### src/logic/dbg_cfg.svh
`ifndef DBG_CFG_SVH
`define DBG_CFG_SVH

// Register byte offsets on the AXI4-Lite bus
`define OFS_CMP0        8'h00
`define OFS_CMP1        8'h04
`define OFS_BRK_CTL     8'h08
`define OFS_DBG_CTL     8'h0C
`define OFS_LINK_CTL    8'h10
`define OFS_INBOUND     8'h14

// Break control field positions
`define BRK_E0_LSB      0
`define BRK_E1_LSB      2
`define BRK_MASK_BIT    8

// Debug control and status field positions
`define DCS_GE_BIT      31
`define DCS_MOE_LSB     2

// Link control flag positions, one per condition flag
`define LNK_FULL_BIT    31
`define LNK_LOST_BIT    30
`define LNK_DL_BIT      29

// Access type encodings of a slot
`define ATYPE_OFF       2'h0
`define ATYPE_STORE     2'h1
`define ATYPE_ANY       2'h2
`define ATYPE_LOAD      2'h3

// Entry reason codes
`define MOE_NONE        3'h0
`define MOE_DATA        3'h2
`define MOE_SOFT        3'h3

// Return link offset
`define LINK_OFS        32'h0000_0004

// Inbound shift register fields
`define SH_VALID_BIT    0
`define SH_DL_BIT       1
`define SH_DATA_LSB     2

// AXI responses
`define RESP_OKAY       2'h0
`define RESP_SLVERR     2'h2

// Reset values
`define RST_WORD        32'h0000_0000
`define RST_PINS        5'h00

`endif

### src/logic/dbg_pkg.sv
package dbg_pkg;

  // Kind of memory access issued by the core
  typedef enum logic [2:0] {
    ACC_LOAD,
    ACC_STORE,
    ACC_SWAP,
    ACC_PRELOAD,
    ACC_CP_MAINT
  } acc_kind_e;

  // One issued access, plus the software break instruction strobe
  typedef struct packed {
    logic        valid;
    acc_kind_e   kind;
    logic [31:0] addr;
    logic [1:0]  size;
    logic [31:0] next_pc;
    logic        soft_break;
  } acc_s;

  // Test port pins, all from outside the clock domain
  typedef struct packed {
    logic tck;
    logic tdi;
    logic sel;
    logic cap;
    logic upd;
  } pin_s;

  // Whole state of the block
  typedef struct packed {
    logic [31:0] cmp0;
    logic [31:0] cmp1;
    logic [1:0]  e0;
    logic [1:0]  e1;
    logic        mask_mode;
    logic        ge;
    logic [2:0]  moe;
    logic        exc;
    logic [31:0] ret_link;
    logic        full;
    logic        lost;
    logic        dl;
    logic [31:0] inbound;
    pin_s        s1;
    pin_s        s2;
    pin_s        s3;
    pin_s        stable;
    logic [33:0] shreg;
    logic        tdo;
    logic        aw_have;
    logic [7:0]  aw_addr;
    logic        w_have;
    logic [31:0] wdata;
    logic [3:0]  wstrb;
    logic        aw_rdy;
    logic        w_rdy;
    logic        bvalid;
    logic [1:0]  bresp;
    logic        ar_rdy;
    logic        rvalid;
    logic [31:0] rdata;
    logic [1:0]  rresp;
  } state_s;

endpackage

### src/logic/data_break_link.sv
// What this block does
// RQ1 - Slot 0 compare register, full read/write
// RQ2 - Slot 1 is mask or second address
// RQ3 - Mask bits drop out of slot 0 compare
// RQ4 - Mask ignores slot 1 enable, needs slot 0
// RQ5 - Second slot matches alone by own type
// RQ6 - Fire on type match and any byte hit
// RQ7 - Types any and load both include loads
// RQ8 - Preload and cache maintenance never fire
// RQ9 - Atomic swaps count as stores
// RQ10 - Unaligned address rounds down to word
// RQ11 - Report after issue, never abort access
// RQ12 - Debug exception, entry reason data break
// RQ13 - Return link is next pc plus four
// RQ14 - Soft break needs global enable, else no-op
// RQ15 - Handler flags in link control register
// RQ16 - Flags sit on condition flag positions
// RQ17 - Debugger polls full before writing word
// RQ18 - Debugger write sets inbound full
// RQ19 - Handler read of inbound clears full
// RQ20 - Download write sets full and download
// RQ21 - Write while full sets lost word flag
// RQ22 - Download flag follows debugger, handler loops
// RQ23 - Lost flag sticky until control write
`timescale 1ns/1ns
`include "dbg_cfg.svh"

module data_break_link (
  input  wire logic         clock,
  input  wire logic         arst_n,
  // Access port from the core pipeline
  input  wire dbg_pkg::acc_s acc,
  output      logic         dbg_exception,
  output      logic [31:0]  return_link,
  // Test port pins
  input  wire dbg_pkg::pin_s pins,
  output      logic         link_tdo,
  // AXI4-Lite slave
  input  wire logic [31:0]  s_axi_awaddr,
  input  wire logic         s_axi_awvalid,
  output      logic         s_axi_awready,
  input  wire logic [31:0]  s_axi_wdata,
  input  wire logic [3:0]   s_axi_wstrb,
  input  wire logic         s_axi_wvalid,
  output      logic         s_axi_wready,
  output      logic [1:0]   s_axi_bresp,
  output      logic         s_axi_bvalid,
  input  wire logic         s_axi_bready,
  input  wire logic [31:0]  s_axi_araddr,
  input  wire logic         s_axi_arvalid,
  output      logic         s_axi_arready,
  output      logic [31:0]  s_axi_rdata,
  output      logic [1:0]   s_axi_rresp,
  output      logic         s_axi_rvalid,
  input  wire logic         s_axi_rready
);

  logic [1:0]       rst_pipe;   // Reset release pipe
  logic             rst_n;      // Released reset used by the state register and the checks
  dbg_pkg::state_s  st;         // Registered state
  dbg_pkg::state_s  next_st;    // Next state
  logic [31:0]      base;       // Access address after rounding
  logic [2:0]       nbytes;     // Bytes touched by the access
  logic [31:0]      mask;       // Bits left out of slot 0 compare
  logic [3:0]       hit0;       // Per byte hit on slot 0
  logic [3:0]       hit1;       // Per byte hit on slot 1
  logic             is_load;    // Access is a load, swaps excluded
  logic             is_store;   // Access writes memory
  logic             eligible;   // Access may trigger at all
  logic             slot0_hit;  // Slot 0 fires
  logic             slot1_hit;  // Slot 1 fires
  logic             data_hit;   // Any data break this cycle
  dbg_pkg::pin_s    settled;    // Pins after the agree filter
  logic             tck_rise;   // Settled test clock rising edge
  logic             link_wr;    // Debugger update into inbound buffer
  logic             inb_rd;     // Handler read of inbound buffer
  logic             ctl_wr;     // Handler write of link control

  // Reset release through two flops
  always_ff @(posedge clock or negedge arst_n) begin
    if (!arst_n) begin
      rst_pipe <= 2'h0;
    end else begin
      rst_pipe <= {rst_pipe[0], 1'b1};
    end
  end
  assign rst_n = rst_pipe[1];

  // Access type check for one slot
  function automatic logic type_ok(input logic [1:0] t, input logic ld, input logic sto);
    // RQ7 any and load types
    type_ok = ((t == `ATYPE_STORE) && sto) || ((t == `ATYPE_ANY) && (ld || sto)) ||
              ((t == `ATYPE_LOAD) && ld);
  endfunction

  // Byte-lane merge for register writes
  function automatic logic [31:0] merge(input logic [31:0] old, input logic [31:0] nw,
                                        input logic [3:0] strb);
    merge = old;
    for (int i = 0; i < 4; i++) begin
      if (strb[i]) begin
        merge[i*8 +: 8] = nw[i*8 +: 8];
      end
    end
  endfunction

  // Access classification
  always_comb begin
    // RQ9 swaps as stores
    is_load  = (acc.kind == dbg_pkg::ACC_LOAD);
    is_store = (acc.kind == dbg_pkg::ACC_STORE) || (acc.kind == dbg_pkg::ACC_SWAP);
    // RQ8 preload excluded
    eligible = acc.valid && (acc.kind != dbg_pkg::ACC_PRELOAD) &&
               (acc.kind != dbg_pkg::ACC_CP_MAINT);
    nbytes   = 3'h1 << acc.size;
    // RQ10 round down unaligned
    if (((acc.size == 2'h1) && acc.addr[0]) || ((acc.size == 2'h2) && (acc.addr[1:0] != 2'h0))) begin
      base = {acc.addr[31:2], 2'h0};
    end else begin
      base = acc.addr;
    end
    // RQ3 mask when mask mode
    mask = st.mask_mode ? st.cmp1 : `RST_WORD;
  end

  // Per byte address comparison
  for (genvar gi = 0; gi < 4; gi++) begin : g_byte
    logic [31:0] byte_addr;  // Address of this byte
    logic        in_acc;     // Byte is part of the access
    assign byte_addr = base + 32'(gi);
    assign in_acc    = (3'(gi) < nbytes);
    // RQ6 any byte hit
    assign hit0[gi]  = in_acc && (((byte_addr ^ st.cmp0) & ~mask) == `RST_WORD);
    assign hit1[gi]  = in_acc && (byte_addr == st.cmp1);
  end

  // Slot decisions
  always_comb begin
    // RQ4 mask only with slot 0
    slot0_hit = eligible && type_ok(st.e0, is_load, is_store) && (hit0 != 4'h0);
    // RQ5 independent second slot
    slot1_hit = eligible && !st.mask_mode && type_ok(st.e1, is_load, is_store) &&
                (hit1 != 4'h0);
    data_hit  = slot0_hit || slot1_hit;
  end

  // Test clock edge, update strobe and bus strobes
  always_comb begin
    // Filter built from stages two and three and the registered stable value, so no loop through next_st
    settled  = (st.s2 & st.s3) | (st.stable & (st.s2 ^ st.s3));
    tck_rise = settled.tck && !st.stable.tck;
    link_wr  = tck_rise && st.stable.sel && st.stable.upd;
    inb_rd   = s_axi_arvalid && st.ar_rdy && (s_axi_araddr[7:0] == `OFS_INBOUND);
    ctl_wr   = st.aw_have && st.w_have && (st.aw_addr == `OFS_LINK_CTL);
  end

  // Next state of the whole block
  always_comb begin
    next_st = st;
    // Pin synchronisers; a change counts when stages two and three agree
    next_st.s1     = pins;
    next_st.s2     = st.s1;
    next_st.s3     = st.s2;
    next_st.stable = settled;

    // RQ11 report after issue
    next_st.exc = 1'b0;
    if (data_hit) begin
      // RQ12 data break reason
      next_st.exc = 1'b1;
      next_st.moe = `MOE_DATA;
      // RQ13 next pc plus four
      next_st.ret_link = acc.next_pc + `LINK_OFS;
    end else if (acc.soft_break && st.ge) begin
      // RQ14 soft break when enabled
      next_st.exc      = 1'b1;
      next_st.moe      = `MOE_SOFT;
      next_st.ret_link = acc.next_pc + `LINK_OFS;
    end

    // Test port shift register, capture loads flags for polling
    if (tck_rise && st.stable.sel) begin
      if (st.stable.cap) begin
        // RQ17 full flag shifts out first
        next_st.shreg = {32'h0000_0000, st.lost, st.full};
      end else if (!st.stable.upd) begin
        next_st.shreg = {st.stable.tdi, st.shreg[33:1]};
      end
      next_st.tdo = next_st.shreg[0];
    end

    // Write address channel
    if (s_axi_awvalid && st.aw_rdy) begin
      next_st.aw_have = 1'b1;
      next_st.aw_addr = s_axi_awaddr[7:0];
    end
    // Write data channel
    if (s_axi_wvalid && st.w_rdy) begin
      next_st.w_have = 1'b1;
      next_st.wdata  = s_axi_wdata;
      next_st.wstrb  = s_axi_wstrb;
    end
    // Response handshake
    if (st.bvalid && s_axi_bready) begin
      next_st.bvalid = 1'b0;
    end
    // Register write once both halves are held
    if (st.aw_have && st.w_have) begin
      next_st.aw_have = 1'b0;
      next_st.w_have  = 1'b0;
      next_st.bvalid  = 1'b1;
      next_st.bresp   = `RESP_OKAY;
      case (st.aw_addr)
        // RQ1 slot 0 register
        `OFS_CMP0: begin
          next_st.cmp0 = merge(st.cmp0, st.wdata, st.wstrb);
        end
        // RQ2 mask or second slot
        `OFS_CMP1: begin
          next_st.cmp1 = merge(st.cmp1, st.wdata, st.wstrb);
        end
        `OFS_BRK_CTL: begin
          if (st.wstrb[0]) begin
            next_st.e0 = st.wdata[`BRK_E0_LSB +: 2];
            next_st.e1 = st.wdata[`BRK_E1_LSB +: 2];
          end
          if (st.wstrb[1]) begin
            next_st.mask_mode = st.wdata[`BRK_MASK_BIT];
          end
        end
        `OFS_DBG_CTL: begin
          if (st.wstrb[3]) begin
            next_st.ge = st.wdata[`DCS_GE_BIT];
          end
          // Hardware entry reason wins over software write
          if (st.wstrb[0] && !next_st.exc) begin
            next_st.moe = st.wdata[`DCS_MOE_LSB +: 3];
          end
        end
        `OFS_LINK_CTL, `OFS_INBOUND: begin
          // Link flags are not written directly; see below
        end
        default: begin
          next_st.bresp = `RESP_SLVERR;
        end
      endcase
    end

    // RQ23 control write clears lost
    if (ctl_wr) begin
      next_st.lost = 1'b0;
    end
    // RQ19 handler read clears full
    if (inb_rd) begin
      next_st.full = 1'b0;
    end
    // Debugger update; a new word wins over a clear in the same cycle
    // RQ20 download sets full and flag
    if (link_wr) begin
      // RQ22 download follows debugger
      next_st.dl = st.shreg[`SH_DL_BIT];
      if (st.shreg[`SH_VALID_BIT]) begin
        // RQ18 write sets full
        next_st.full    = 1'b1;
        next_st.inbound = st.shreg[`SH_DATA_LSB +: 32];
        // RQ21 overwrite of unread word
        if (st.full && !inb_rd) begin
          next_st.lost = 1'b1;
        end
      end
    end

    // Read channel
    if (st.rvalid && s_axi_rready) begin
      next_st.rvalid = 1'b0;
    end
    if (s_axi_arvalid && st.ar_rdy) begin
      next_st.rvalid = 1'b1;
      next_st.rresp  = `RESP_OKAY;
      case (s_axi_araddr[7:0])
        `OFS_CMP0: begin
          next_st.rdata = st.cmp0;
        end
        `OFS_CMP1: begin
          next_st.rdata = st.cmp1;
        end
        `OFS_BRK_CTL: begin
          next_st.rdata = `RST_WORD;
          next_st.rdata[`BRK_E0_LSB +: 2] = st.e0;
          next_st.rdata[`BRK_E1_LSB +: 2] = st.e1;
          next_st.rdata[`BRK_MASK_BIT]    = st.mask_mode;
        end
        `OFS_DBG_CTL: begin
          next_st.rdata = `RST_WORD;
          next_st.rdata[`DCS_GE_BIT]       = st.ge;
          next_st.rdata[`DCS_MOE_LSB +: 3] = st.moe;
        end
        `OFS_LINK_CTL: begin
          // RQ16 flags on condition bits
          next_st.rdata = `RST_WORD;
          // RQ15 handler side flags
          next_st.rdata[`LNK_FULL_BIT] = st.full;
          next_st.rdata[`LNK_LOST_BIT] = st.lost;
          next_st.rdata[`LNK_DL_BIT]   = st.dl;
        end
        `OFS_INBOUND: begin
          next_st.rdata = st.inbound;
        end
        default: begin
          next_st.rdata = `RST_WORD;
          next_st.rresp = `RESP_SLVERR;
        end
      endcase
    end

    // Ready flags, registered so every output comes from a flop
    next_st.aw_rdy = !next_st.aw_have && !next_st.bvalid;
    next_st.w_rdy  = !next_st.w_have && !next_st.bvalid;
    next_st.ar_rdy = !next_st.rvalid;
  end

  // State register
  always_ff @(posedge clock or negedge rst_n) begin
    if (!rst_n) begin
      st <= '0;
    end else begin
      st <= next_st;
    end
  end

  // Outputs straight from the state register
  assign dbg_exception = st.exc;
  assign return_link   = st.ret_link;
  assign link_tdo      = st.tdo;
  assign s_axi_awready = st.aw_rdy;
  assign s_axi_wready  = st.w_rdy;
  assign s_axi_bvalid  = st.bvalid;
  assign s_axi_bresp   = st.bresp;
  assign s_axi_arready = st.ar_rdy;
  assign s_axi_rvalid  = st.rvalid;
  assign s_axi_rdata   = st.rdata;
  assign s_axi_rresp   = st.rresp;
endmodule

### config.mk
export PLATFORM = sky130hd
export DESIGN_NAME = data_break_link
export DESIGN_NICKNAME = d
export VERILOG_FILES = /design/src/logic/dbg_pkg.sv /design/src/logic/data_break_link.sv
export VERILOG_INCLUDE_DIRS = /design/src /design/src/logic
export SDC_FILE = /design/constraint.sdc
export NUM_CORES = 1
export LEC_CHECK = 0
export BUFFER_PORTS_ARGS = -buffer_cell sky130_fd_sc_hd__buf_2
export CORE_ASPECT_RATIO = 1.2
export CORE_UTILIZATION = 45
export CTS_CLUSTER_DIAMETER = 150
export DETAILED_ROUTE_END_ITERATION = 6
export GPL_TIMING_DRIVEN = 0
export PLACE_DENSITY = 0.72
export SYNTH_ARGS = -nofsm -noshare
export SYNTH_HDL_FRONTEND = slang
export SYNTH_SLANG_ARGS = --single-unit
### constraint.sdc
create_clock -name clock -period 8.1 [get_ports clock]
set_input_delay 2.43 -clock clock [delete_from_list [all_inputs] [get_ports clock]]
set_output_delay 2.43 -clock clock [all_outputs]
set_load 0.01 [all_outputs]
==> results of run 1 <==
[per-stage QoR]
step	total power, mW	area [sq um]	setup slack, ns	hold slack, ns	instances
final	4.36	19700	-0.0242	0.351	2416
after global routing	4.52	19700	0.0218	0.359	2416
after CTS	4.36	19700	0.158	0.354	2415
after detailed placement	3.06	18800	-0.330	0.338	2369
after global placement	3.02	18700	-0.361	0.334	2365
after floorplan	2.59	17100	1.72	0.331	1701
[worst max-delay path, delay by kind of cell]
| family | cells | cell delay (ns) |
|---|---|---|
| buf+inv | 5 | 0.91 |
| fa+ha+maj | 2 | 0.63 |
| mux | 1 | 0.30 |
| simple gates | 8 | 3.23 |
| compound gates | 3 | 0.99 |
[power groups by stage]
| stage | Combinational [mW] | Sequential [mW] | Clock (mW) |
|---|---|---|---|
| after floorplan | 0.753 | 1.84 | 0 |
| after global placement | 1.09 | 1.93 | 0 |
| after detailed placement | 1.13 | 1.92 | 0 |
| after CTS | 1.14 | 1.90 | 1.32 |
| after global routing | 1.22 | 1.94 | 1.37 |
| final | 1.15 | 1.91 | 1.30 |
[placed cells by master, fill, tap and decap left out, types with 5 or more instances in the layout]
cell and n:
a221oi_1 7, inv_1 22, xnor2_1 125, a21o_1 12, a21oi_1 43, o22ai_1 9
a22oi_1 10, ha_1 13, buf_4 68, a222oi_1 29, and2_1 15, nor4_1 21
nor2_1 59, nor2b_1 9, a2111oi_0 8, buf_2 208, o21ai_0 57, clkbuf_16 27
a211oi_1 8, dfrtp_1 281, nand2b_1 18, and4_1 9, or3_1 5, nand3_1 79
mux2_2 154, clkbuf_1 54, o2111ai_1 9, nor3_1 31, a41oi_1 6, a31oi_1 7
buf_1 6, mux2i_1 28, nand2_1 218, and3_1 11, mux2_4 26, clkinv_2 5
nand4_2 6, xor2_1 78, nand4_1 49
[routing by layer]
layer | vias to the layer above | wire [microns] | part of all wire
met5 | - | 0 | 0
met4 | 0 | 5650 | 0.079
met3 | 221 | 3880 | 0.054
met2 | 720 | 35000 | 0.49
met1 | 7541 | 27200 | 0.38
li1 | 6559 | - | -
[registers in the layout (all words and copies together), names as in the netlist]
register and cells:
s_axi_bvalid 1, s_axi_rvalid 1, s_axi_awready 1, s_axi_arready 1, s_axi_rdata 32, next_st 10
s_axi_rresp 1, dbg_exception 1, rst_pipe 2, s_axi_wready 1, s_axi_bresp 1, return_link 32
st 198
[cells in the mapped netlist, drive strengths merged (5+ instances only)]
| master | number |
|---|---|
| dfrtp | 282 |
| nand2 | 218 |
| mux2 | 180 |
| xnor2 | 125 |
| buf | 96 |
| nand3 | 79 |
| xor2 | 78 |
| nor2 | 59 |
| o21ai | 58 |
| nand4 | 55 |
| clkbuf | 51 |
| a21oi | 43 |
| nor3 | 33 |
| a222oi | 29 |
| mux2i | 28 |
| nor4 | 27 |
| inv | 22 |
| nand2b | 18 |
| and2 | 15 |
| ha | 13 |
| a21o | 12 |
| a22oi | 11 |
| and3 | 11 |
| a2111oi | 10 |
| a211oi | 9 |
| and4 | 9 |
| nor2b | 9 |
| o2111ai | 9 |
| o22ai | 9 |
| a221oi | 7 |
| a31oi | 7 |
| a41oi | 6 |
| nor3b | 5 |
| or3 | 5 |
| or4 | 5 |
[kinds of logic (layout without fill, tap and decap cells)]
family / after synthesis / in the layout / synth area share
AO/OA/AOI/OAI: 253 / 253 / 0.107
AND/OR/NAND/NOR: 569 / 569 / 0.170
XOR/XNOR: 203 / 203 / 0.104
flip-flops: 282 / 282 / 0.412
other: 2 / 4 / 0.000439
adder cells (fa/ha/maj): 13 / 13 / 0.00950
multiplexers: 208 / 208 / 0.140
buffers and inverters: 170 / 410 / 0.0568
[worst max-delay path by stage]
stage,to,from
floorplan,return_link[10],acc[33]
global placement,return_link[21],acc[33]
detailed placement,return_link[19],acc[33]
CTS,return_link[19],acc[33]
global route,return_link[21],acc[33]
finish,return_link[19],acc[33]
[area by class of cell]
type,instances,share of cell area
diodes,1,0.000127
plain buffers,147,0.0449
clock buffers,34,0.0376
clock inverters,12,0.00876
inverters,23,0.00438
multi-input cells,1249,0.462
flip-flops and latches,282,0.358
well taps,474,0.0301
repair buffers,194,0.0538
[repair_timing]
action	4_1_cts	5_1_grt
gates resized for setup	0	2
hold buffers	0	0
setup endpoints to repair	0	26
==> key figures, run 1 <==
Status
  – Outcome: finished with violations
  – Violated checks: design-rule violations, max-capacitance violations, max-slew violations, negative setup slack

STA
  – Clock skew: 0.0167 ns
  – Post-route minimum period: 8.12 ns
  – Fin crit share: 1.00
  – Final hold vios: 0
  – Rel. slew slack: -0.0621
  – Slew @ Worst Pin: 1.57 ns
  – Setup_tns: -0.400 ns
  – Max Slew Vio Count: 5
  – Final setup fails: 26
  – Max Freq: 0.123 GHz
  – Final worst slack: -0.0242 ns
  – Unrepaired setup endpoints after global routing: false

Synthesis
  – Async set-reset flop share out of synthesis: 1.00
  – Post-Syn Area per Cell: 10.1 sq um
  – Syn Inst Count: 1700
  – Synth Flop Type: dfrtp_1
  – Yosys reg bits: 282
  – Count of cell types in the netlist: 85
  – EDFF count, synth: 0
  – Cell Area, Synth: 17100 sq um
  – Area contributors post-synth: dfrtp_1, mux2_2, xnor2_1, nand2_1, xor2_1
  – Post-synth top area share: 0.412
  – Area leader, netlist: dfrtp_1
  – Post-synthesis sequential area ratio: 0.412
  – YS warnings: 0

Detailed routing
  – Detailed Route Iter0 Violations: 1438
  – Drt pass-1 iters: 7
  – Routed Antenna Nets: 0
  – Post-detailed-route via-to-cell ratio: 6.23
  – Vias: 15041
  – WL per Instance: 29.7 microns
  – Routed WL: 71.7 mm
  – DRC viols: 1

Clocking
  – Worst-Skew Late Latency: 0.53 ns
  – H-tree depth: 1
  – Max Root-Sink Buffers: 3
  – Post-CTS setup buffer count: 0
  – Clk slew on worst S/H paths: 0.06 ns
  – CTS root buf: clkbuf_16
  – CTS Buf Count: 26
  – CTS tree: done
  – Sink Count: 282

Worst setup path
  – Reg-to-reg slack, setup: 2.32 ns
  – WS Path Type: in -> reg
  – Worst r2r path cells: 12
  – Setup crit end kind: register
  – CP arrival: 8.53 ns
  – Critical Path Start Type: input port
  – Slowest CP cell: nor4_1
  – Data required time at the worst endpoint: 8.51 ns
  – Crit-path max cell delay: 0.62 ns
  – CP max FO: 10
  – Critical path, cell by cell: buf_2 -> inv_1 -> ha_1 -> nor2b_1 -> nand2_1 -> inv_1 -> ha_1 -> nand3_1 -> clkbuf_1 -> nor2_1 -> o221ai_1 -> nor4_1 -> nand4_1 -> nor3_1 -> o2111ai_1 -> and3_1 -> o211ai_4 -> buf_12 -> mux2_4
  – R2R Path Start: st[214]
  – Worst reg2reg endpoint: return_link[19]

Min path
  – Worst Hold Class: reg -> reg
  – Hold path endpoint: next_st[127]
  – Hold path cells: 0
  – Beginning of the worst hold path: next_st[132]

Power
  – P_int: 2.98 mW
  – Leakage: 8.92 nW
  – Psw: 1.38 mW
  – Worst vdd ir: 205 uV
  – Combinational power share: 0.263
  – Sw Ratio: 0.317
  – Clock power share: 0.298
  – Sequential power share: 0.438
  – Pwr Density: 221 nW/um^2

GRT
  – First-pass GRT wire length: 104 mm
  – Met3 GRT Util: 0.0381
  – Initial antenna violation count: 1
  – Vias in the first global route: 15338
  – Global route hottest layer: met2
  – Largest net degree at the start of global routing: 77
  – Remaining global-route overflow: 0
  – Met2 GRT Util: 0.634
  – Met1 Usage GRT: 0.434
  – Total track usage: 0.368

Cells and area
  – Multi-input logic area: 9110 sq um
  – FF/Latch Area: 7060 sq um
  – Filler cell count: 3374
  – Core Util, Final: 0.530
  – Share of layout cells above drive strength 1: 0.276
  – P&R area growth vs syn: 15.1%
  – Final net count: 2119

Die
  – Width of the die: 180 microns
  – Site Rows: 77
  – Starting Density: 0.460
  – Die Height: 216 microns
  – Top-Level Pins: 258
  – Die area: 38800 sq um
  – Area of the core: 37200 sq um

Placed design
  – GPL Wtd Cong: 1.03
  – Buffers on Ports: 190
  – Detailed Place HPWL: 57.8 mm

Run
  – Max cap viols: 1
Power figures use the tool's default switching activity.
==> run 2: changes to the inputs <==
- CORE_UTILIZATION: 45 -> 53
- PLACE_DENSITY: 0.72 -> 0.82
==> key figures, run 2 (synthesis gave the netlist of run 1 again) <==
GRT
  – Initial antenna violation count: 2 (was 1)
  – Total track usage: 0.424 (was 0.368)
  – Largest net degree at the start of global routing: 75 (was 77)
  – First-pass GRT wire length: 102 mm (was 104 mm)
  – Remaining global-route overflow: 0 (unchanged)
  – Vias in the first global route: 15520 (was 15338)

Cells and area
  – Commonest non-fill, non-tap cell in the layout: dfrtp_1 (unchanged)
  – Filler cell count: 2439 (was 3374)
  – P&R area growth vs syn: 13.9% (was 15.1%)
  – Final net count: 2117 (was 2119)
  – Most flops, register: st (unchanged)
  – Share of layout cells above drive strength 1: 0.276 (about the same)
  – Most frequent cells in the layout: dfrtp_1, nand2_1, buf_2 (unchanged)
  – Max reg flops: 198 (unchanged)

Die
  – Die area: 33000 sq um (was 38800 sq um)
  – Die Height: 199 microns (was 216 microns)
  – Site Rows: 71 (was 77)
  – Starting Density: 0.543 (was 0.460)
  – Width of the die: 166 microns (was 180 microns)
  – Top-Level Pins: 258 (unchanged)
  – Area of the core: 31500 sq um (was 37200 sq um)

Power
  – Sw Ratio: 0.327 (was 0.317)
  – Combinational power share: 0.271 (was 0.263)
  – Psw: 1.38 mW (about the same)
  – P_int: 2.85 mW (was 2.98 mW)
  – Sequential power share: 0.455 (was 0.438)
  – Worst vdd ir: 216 uV (was 205 uV)
  – Clock power share: 0.274 (was 0.298)
  – Pwr Density: 217 nW/um^2 (was 221 nW/um^2)
  – Leakage: 8.85 nW (was 8.92 nW)

Worst setup path
  – CP arrival: 8.02 ns (was 8.53 ns)
  – Data required time at the worst endpoint: 8.51 ns (about the same)
  – Setup crit end kind: register (unchanged)
  – Critical Path Start Type: input port (unchanged)
  – WS Path Type: in -> reg (unchanged)
  – CP max FO: 10 (unchanged)

Detailed routing
  – Vias: 15500 (was 15041)
  – WL per Instance: 30.0 microns (was 29.7 microns)
  – Routed WL: 70.1 mm (was 71.7 mm)
  – Post-detailed-route via-to-cell ratio: 6.62 (was 6.23)
  – Drt pass-1 iters: 7 (unchanged)
  – Detailed Route Iter0 Violations: 1859 (was 1438)
  – DRC viols: 13 (was 1)
  – Routed Antenna Nets: 0 (unchanged)

Placed design
  – Buffers on Ports: 190 (unchanged)
  – Detailed Place HPWL: 54.2 mm (was 57.8 mm)
  – GPL Wtd Cong: 1.07 (was 1.03)

Clocking
  – Worst-Skew Late Latency: 0.52 ns (was 0.53 ns)
  – Hold-fix buffers, CTS: 0 (unchanged)
  – Clk slew on worst S/H paths: 0.07 ns (was 0.06 ns)
  – Sink Count: 282 (unchanged)
  – CTS root buf: clkbuf_16 (unchanged)
  – CTS Buf Count: 24 (was 26)
  – CTS tree: done (unchanged)
  – H-tree depth: 1 (unchanged)
  – Post_cts resized: 0 (unchanged)
  – Post-CTS setup buffer count: 0 (unchanged)
  – Max Root-Sink Buffers: 3 (unchanged)

STA
  – Post-route minimum period: 7.61 ns (was 8.12 ns)
  – Hold slack final: 0.140 ns (was 0.351 ns)
  – Unrepaired setup endpoints after global routing: false (unchanged)
  – Max Freq: 0.131 GHz (was 0.123 GHz)
  – Final hold vios: 0 (unchanged)
  – Rel. slew slack: 0.0692 (was -0.0621)
  – Clock skew: 0.0122 ns (was 0.0167 ns)
  – Final setup fails: 0 (was 26)
  – Fin crit share: 0.940 (was 1.00)
  – Max Slew Vio Count: 0 (was 5)
  – Slew @ Worst Pin: 1.38 ns (was 1.57 ns)
  – Setup_tns: 0 ns (was -0.400 ns)

Status
  – Outcome: finished with violations (unchanged)
  – Violated checks: design-rule violations (was design-rule violations, max-capacitance violations, max-slew violations, negative setup slack)

Min path
  – Worst Hold Class: reg -> async (was reg -> reg)

Run
  – Max cap viols: 0 (was 1)
-- run 2: cell types whose count changed in the layout (fill, tap and decap cells not counted), sizes merged --
cell      delta
bufinv       -3
clkbuf       -2
clkinv       +4
clkinvlp     -1
diode        +2
inv          -1
-- run 2: per-stage QoR --
stage               instance area (sq um)  cells  utilization  worst slack, ns  power (mW)
finish                              19500   2342        0.618            0.486        4.23
global route                        19500   2341        0.618            0.278        4.37
CTS                                 19500   2339        0.618            0.659        4.20
detailed placement                  18700   2296        0.593            0.122        3.04
global placement                    18600   2292        0.589            0.109        2.99
floorplan                           17100   1701            -             1.72        2.59
-- run 2: path summary, 6_finish.rpt --
| path | from | to | slack (ns) | cells after the start |
|---|---|---|---|---|
| worst max-delay path | acc[33] | return_link[27] | 0.49 | 19 |
| worst min register to register | rst_pipe[1] | next_st[128] | 0.14 | 0 |
| min in group clock | next_st[134] | next_st[129] | 0.36 | 0 |
| worst max register to register | st[214] | return_link[27] | 2.73 | 12 |
| worst min-delay path | rst_pipe[1] | next_st[128] | 0.14 | 0 |
| max in group asynchronous | arst_n | rst_pipe[1] | 6.30 | 1 |
-- run 2: metal layers --
layer  vias to the layer above  GRT usage  part of all wire
li1                       6536          -                 -
met1                      7663      0.481              0.35
met2                      1012      0.721              0.48
met3                       289     0.0551             0.073
met4                         0      0.350             0.094
met5                         -          0                 0
-- run 2: area by class of cell --
type,instances,area (sq um),area share
clock buffers,32,702,0.0360
flip-flops and latches,282,7060,0.362
clock inverters,11,87.6,0.00449
repair buffers,194,1060,0.0544
well taps,401,502,0.0257
diodes,3,7.51,0.000385
plain buffers,147,886,0.0454
multi-input cells,1249,9100,0.467
inverters,23,86.3,0.00443
-- run 2: power groups by stage --
stage	combinational, mW	sequential, mW	clock, mW
CTS	1.13	1.91	1.16
finish	1.15	1.92	1.16
global placement	1.06	1.93	0
floorplan	0.753	1.84	0
detailed placement	1.12	1.92	0
global route	1.22	1.93	1.21
-- run 2: critical path: stages --
cell and delay, ns:
buf_2 0.10, inv_1 0.04, ha_1 0.33, nor2b_1 0.40
nand2_1 0.17, inv_1 0.15, ha_1 0.30, nand3_1 0.28
clkbuf_1 0.34, nor4_1 0.49, nor2_1 0.15, nor4_1 0.61
nand4_1 0.28, nor3_1 0.38, o2111ai_1 0.16, and3_1 0.32
o211ai_4 0.51, buf_12 0.22, mux2_4 0.32
==> run 3: changes to the inputs <==
- CORE_UTILIZATION: 53 -> 54
- CTS_BUF_LIST: not set -> sky130_fd_sc_hd__clkbuf_4
- HOLD_SLACK_MARGIN: not set -> 0.03
- PLACE_DENSITY: 0.82 -> 0.83
- SKIP_LAST_GASP: not set -> 1
==> key figures, run 3 (synthesis gave the netlist of run 1 again) <==
Clocking
  – CTS root buf: clkbuf_4 (was clkbuf_16)
  – Hold-fix buffers, CTS: 0 (unchanged)
  – H-tree depth: 2 (was 1)
  – Post_cts resized: 0 (unchanged)
  – Sink Count: 282 (unchanged)
  – CTS tree: done (unchanged)
  – Max Root-Sink Buffers: 3 (unchanged)
  – Clk slew on worst S/H paths: 0.08 ns (was 0.07 ns)
  – CTS Buf Count: 60 (was 24)
  – Post-CTS setup buffer count: 0 (unchanged)
  – Worst-Skew Late Latency: 0.76 ns (was 0.52 ns)

STA
  – Clock skew: 0.0448 ns (was 0.0122 ns)
  – Slew @ Worst Pin: 1.47 ns (was 1.38 ns)
  – Final setup fails: 0 (unchanged)
  – Unrepaired setup endpoints after global routing: false (unchanged)
  – Fin crit share: 0.930 (was 0.940)
  – Max Slew Vio Count: 0 (unchanged)
  – Post-route minimum period: 7.54 ns (was 7.61 ns)
  – Max Freq: 0.133 GHz (was 0.131 GHz)
  – Setup_tns: 0 ns (unchanged)
  – Final hold vios: 0 (unchanged)
  – Rel. slew slack: 0.00906 (was 0.0692)

Min path
  – Hold path cells: 0
  – Worst Hold Class: reg -> reg (was reg -> async)

Power
  – Pwr Density: 211 nW/um^2 (was 217 nW/um^2)
  – Worst vdd ir: 188 uV (was 216 uV)
  – Combinational power share: 0.275 (was 0.271)
  – Psw: 1.40 mW (was 1.38 mW)
  – Sequential power share: 0.468 (was 0.455)
  – Sw Ratio: 0.342 (was 0.327)
  – Leakage: 8.87 nW (was 8.85 nW)
  – Clock power share: 0.257 (was 0.274)
  – P_int: 2.69 mW (was 2.85 mW)

GRT
  – Largest net degree at the start of global routing: 77 (was 75)
  – Total track usage: 0.421 (was 0.424)
  – First-pass GRT wire length: 97.7 mm (was 102 mm)
  – Initial antenna violation count: 2 (unchanged)
  – Vias in the first global route: 15177 (was 15520)
  – Remaining global-route overflow: 0 (unchanged)

Die
  – Top-Level Pins: 258 (unchanged)
  – Area of the core: 31300 sq um (was 31500 sq um)
  – Width of the die: 165 microns (was 166 microns)
  – Die Height: 197 microns (was 199 microns)
  – Site Rows: 71 (unchanged)
  – Starting Density: 0.548 (was 0.543)
  – Die area: 32400 sq um (was 33000 sq um)

Placed design
  – Placed cell count: 2295 (was 2296)
  – Buffers on Ports: 190 (unchanged)
  – GPL Wtd Cong: 1.04 (was 1.07)
  – Detailed Place HPWL: 52.3 mm (was 54.2 mm)

Detailed routing
  – Routed Antenna Nets: 0 (unchanged)
  – Vias: 15362 (was 15500)
  – Routed WL: 67.1 mm (was 70.1 mm)
  – DRC viols: 35 (was 13)
  – Post-detailed-route via-to-cell ratio: 6.38 (was 6.62)
  – WL per Instance: 27.9 microns (was 30.0 microns)
  – Detailed Route Iter0 Violations: 1826 (was 1859)
  – Drt pass-1 iters: 7 (unchanged)

Cells and area
  – Post-route insts no fill: 2406 (was 2342)
  – P&R area growth vs syn: 13.4% (was 13.9%)
  – Share of layout cells above drive strength 1: 0.288 (was 0.276)
  – Filler cell count: 2568 (was 2439)
  – Commonest non-fill, non-tap cell in the layout: dfrtp_1 (unchanged)
  – Final net count: 2152 (was 2117)
  – FF/Latch Area: 7060 sq um (unchanged)
  – Most frequent cells in the layout: dfrtp_1, nand2_1, buf_2 (unchanged)
  – Max reg flops: 198 (unchanged)
  – Most flops, register: st (unchanged)
  – Multi-input logic area: 9100 sq um (about the same)

Worst setup path
  – CP arrival: 8.14 ns (was 8.02 ns)
  – Worst r2r path cells: 13 (was 12)
  – Data required time at the worst endpoint: 8.70 ns (was 8.51 ns)
  – CP max FO: 10 (unchanged)
  – Setup crit end kind: register (unchanged)
  – WS Path Type: in -> reg (unchanged)
  – Critical Path Start Type: input port (unchanged)

Run
  – Max cap viols: 1 (was 0)

Status
  – Violated checks: design-rule violations, max-capacitance violations (was design-rule violations)
  – Outcome: finished with violations (unchanged)
==> run 3: changes by cell type in the layout (fill, tap and decap cells not counted) <==
cell and delta:
buf_16 -1, clkbuf_1 -2, clkbuf_16 -25, clkbuf_4 +80, clkbuf_8 -5, clkinv_1 +22
clkinv_2 -5, clkinv_4 -1, clkinvlp_4 +2, inv_6 -1, nor4b_1 +1, nor4b_2 -1
==> run 3: power groups by stage <==
stage               combinational (mW)  sequential [mW]  clock, mW
floorplan                        0.753             1.84          0
global placement                  1.06             1.93          0
detailed placement                1.10             1.92          0
CTS                               1.11             1.90       1.07
global route                      1.20             1.94       1.13
finish                            1.13             1.92       1.05
==> run 3: worst paths after layout <==
check	from	endpoint	slack, ns
worst max register to register	st[214]	return_link[15]	2.78
worst min-delay path	next_st[135]	next_st[130]	0.35
worst min register to register	next_st[135]	next_st[130]	0.35
max in group asynchronous	arst_n	rst_pipe[1]	6.54
min in group asynchronous	rst_pipe[1]	st[176]	0.45
worst max-delay path	acc[33]	return_link[15]	0.56
==> run 3: area by class of cell <==
class                           count  share of cell area
Sequential cell                   282               0.364
Antenna cell                        3            0.000387
Multi-Input combinational cell   1249               0.469
Tap cell                          401              0.0258
Clock inverter                     28             0.00735
Clock buffer                       80              0.0309
Buffer                            147              0.0456
Inverter                           23             0.00445
Timing Repair Buffer              193              0.0532
==> run 3: critical path: stages <==
cell,delay (ns)
buf_2,0.11
inv_1,0.05
ha_1,0.33
nor2b_1,0.44
nand2_1,0.19
inv_1,0.15
ha_1,0.28
nand3_1,0.26
clkbuf_1,0.37
nor2_1,0.61
o221ai_1,0.25
nor4_1,0.74
nand4_1,0.20
nor3_1,0.26
o2111ai_1,0.15
and3_1,0.34
o211ai_4,0.47
buf_12,0.21
mux2_4,0.30
==> run 3: through the flow <==
stage | util | hold WS [ns] | total power [mW] | worst slack, ns | area [sq um]
after CTS | 0.621 | 0.352 | 4.08 | 0.859 | 19400
final | 0.621 | 0.349 | 4.09 | 0.563 | 19400
after global routing | 0.621 | 0.352 | 4.26 | 0.474 | 19400
after detailed placement | 0.597 | 0.336 | 3.03 | 0.109 | 18700
after global placement | 0.594 | 0.334 | 2.99 | 0.0346 | 18600
after floorplan | - | 0.331 | 2.59 | 1.72 | 17100
==> run 3: metal layers <==
layer | up-vias | share of wire | global-route usage
li1 | 6659 | - | -
met1 | 7553 | 0.36 | 0.492
met2 | 906 | 0.47 | 0.681
met3 | 244 | 0.082 | 0.0808
met4 | 0 | 0.086 | 0.323
met5 | - | 0 | 0
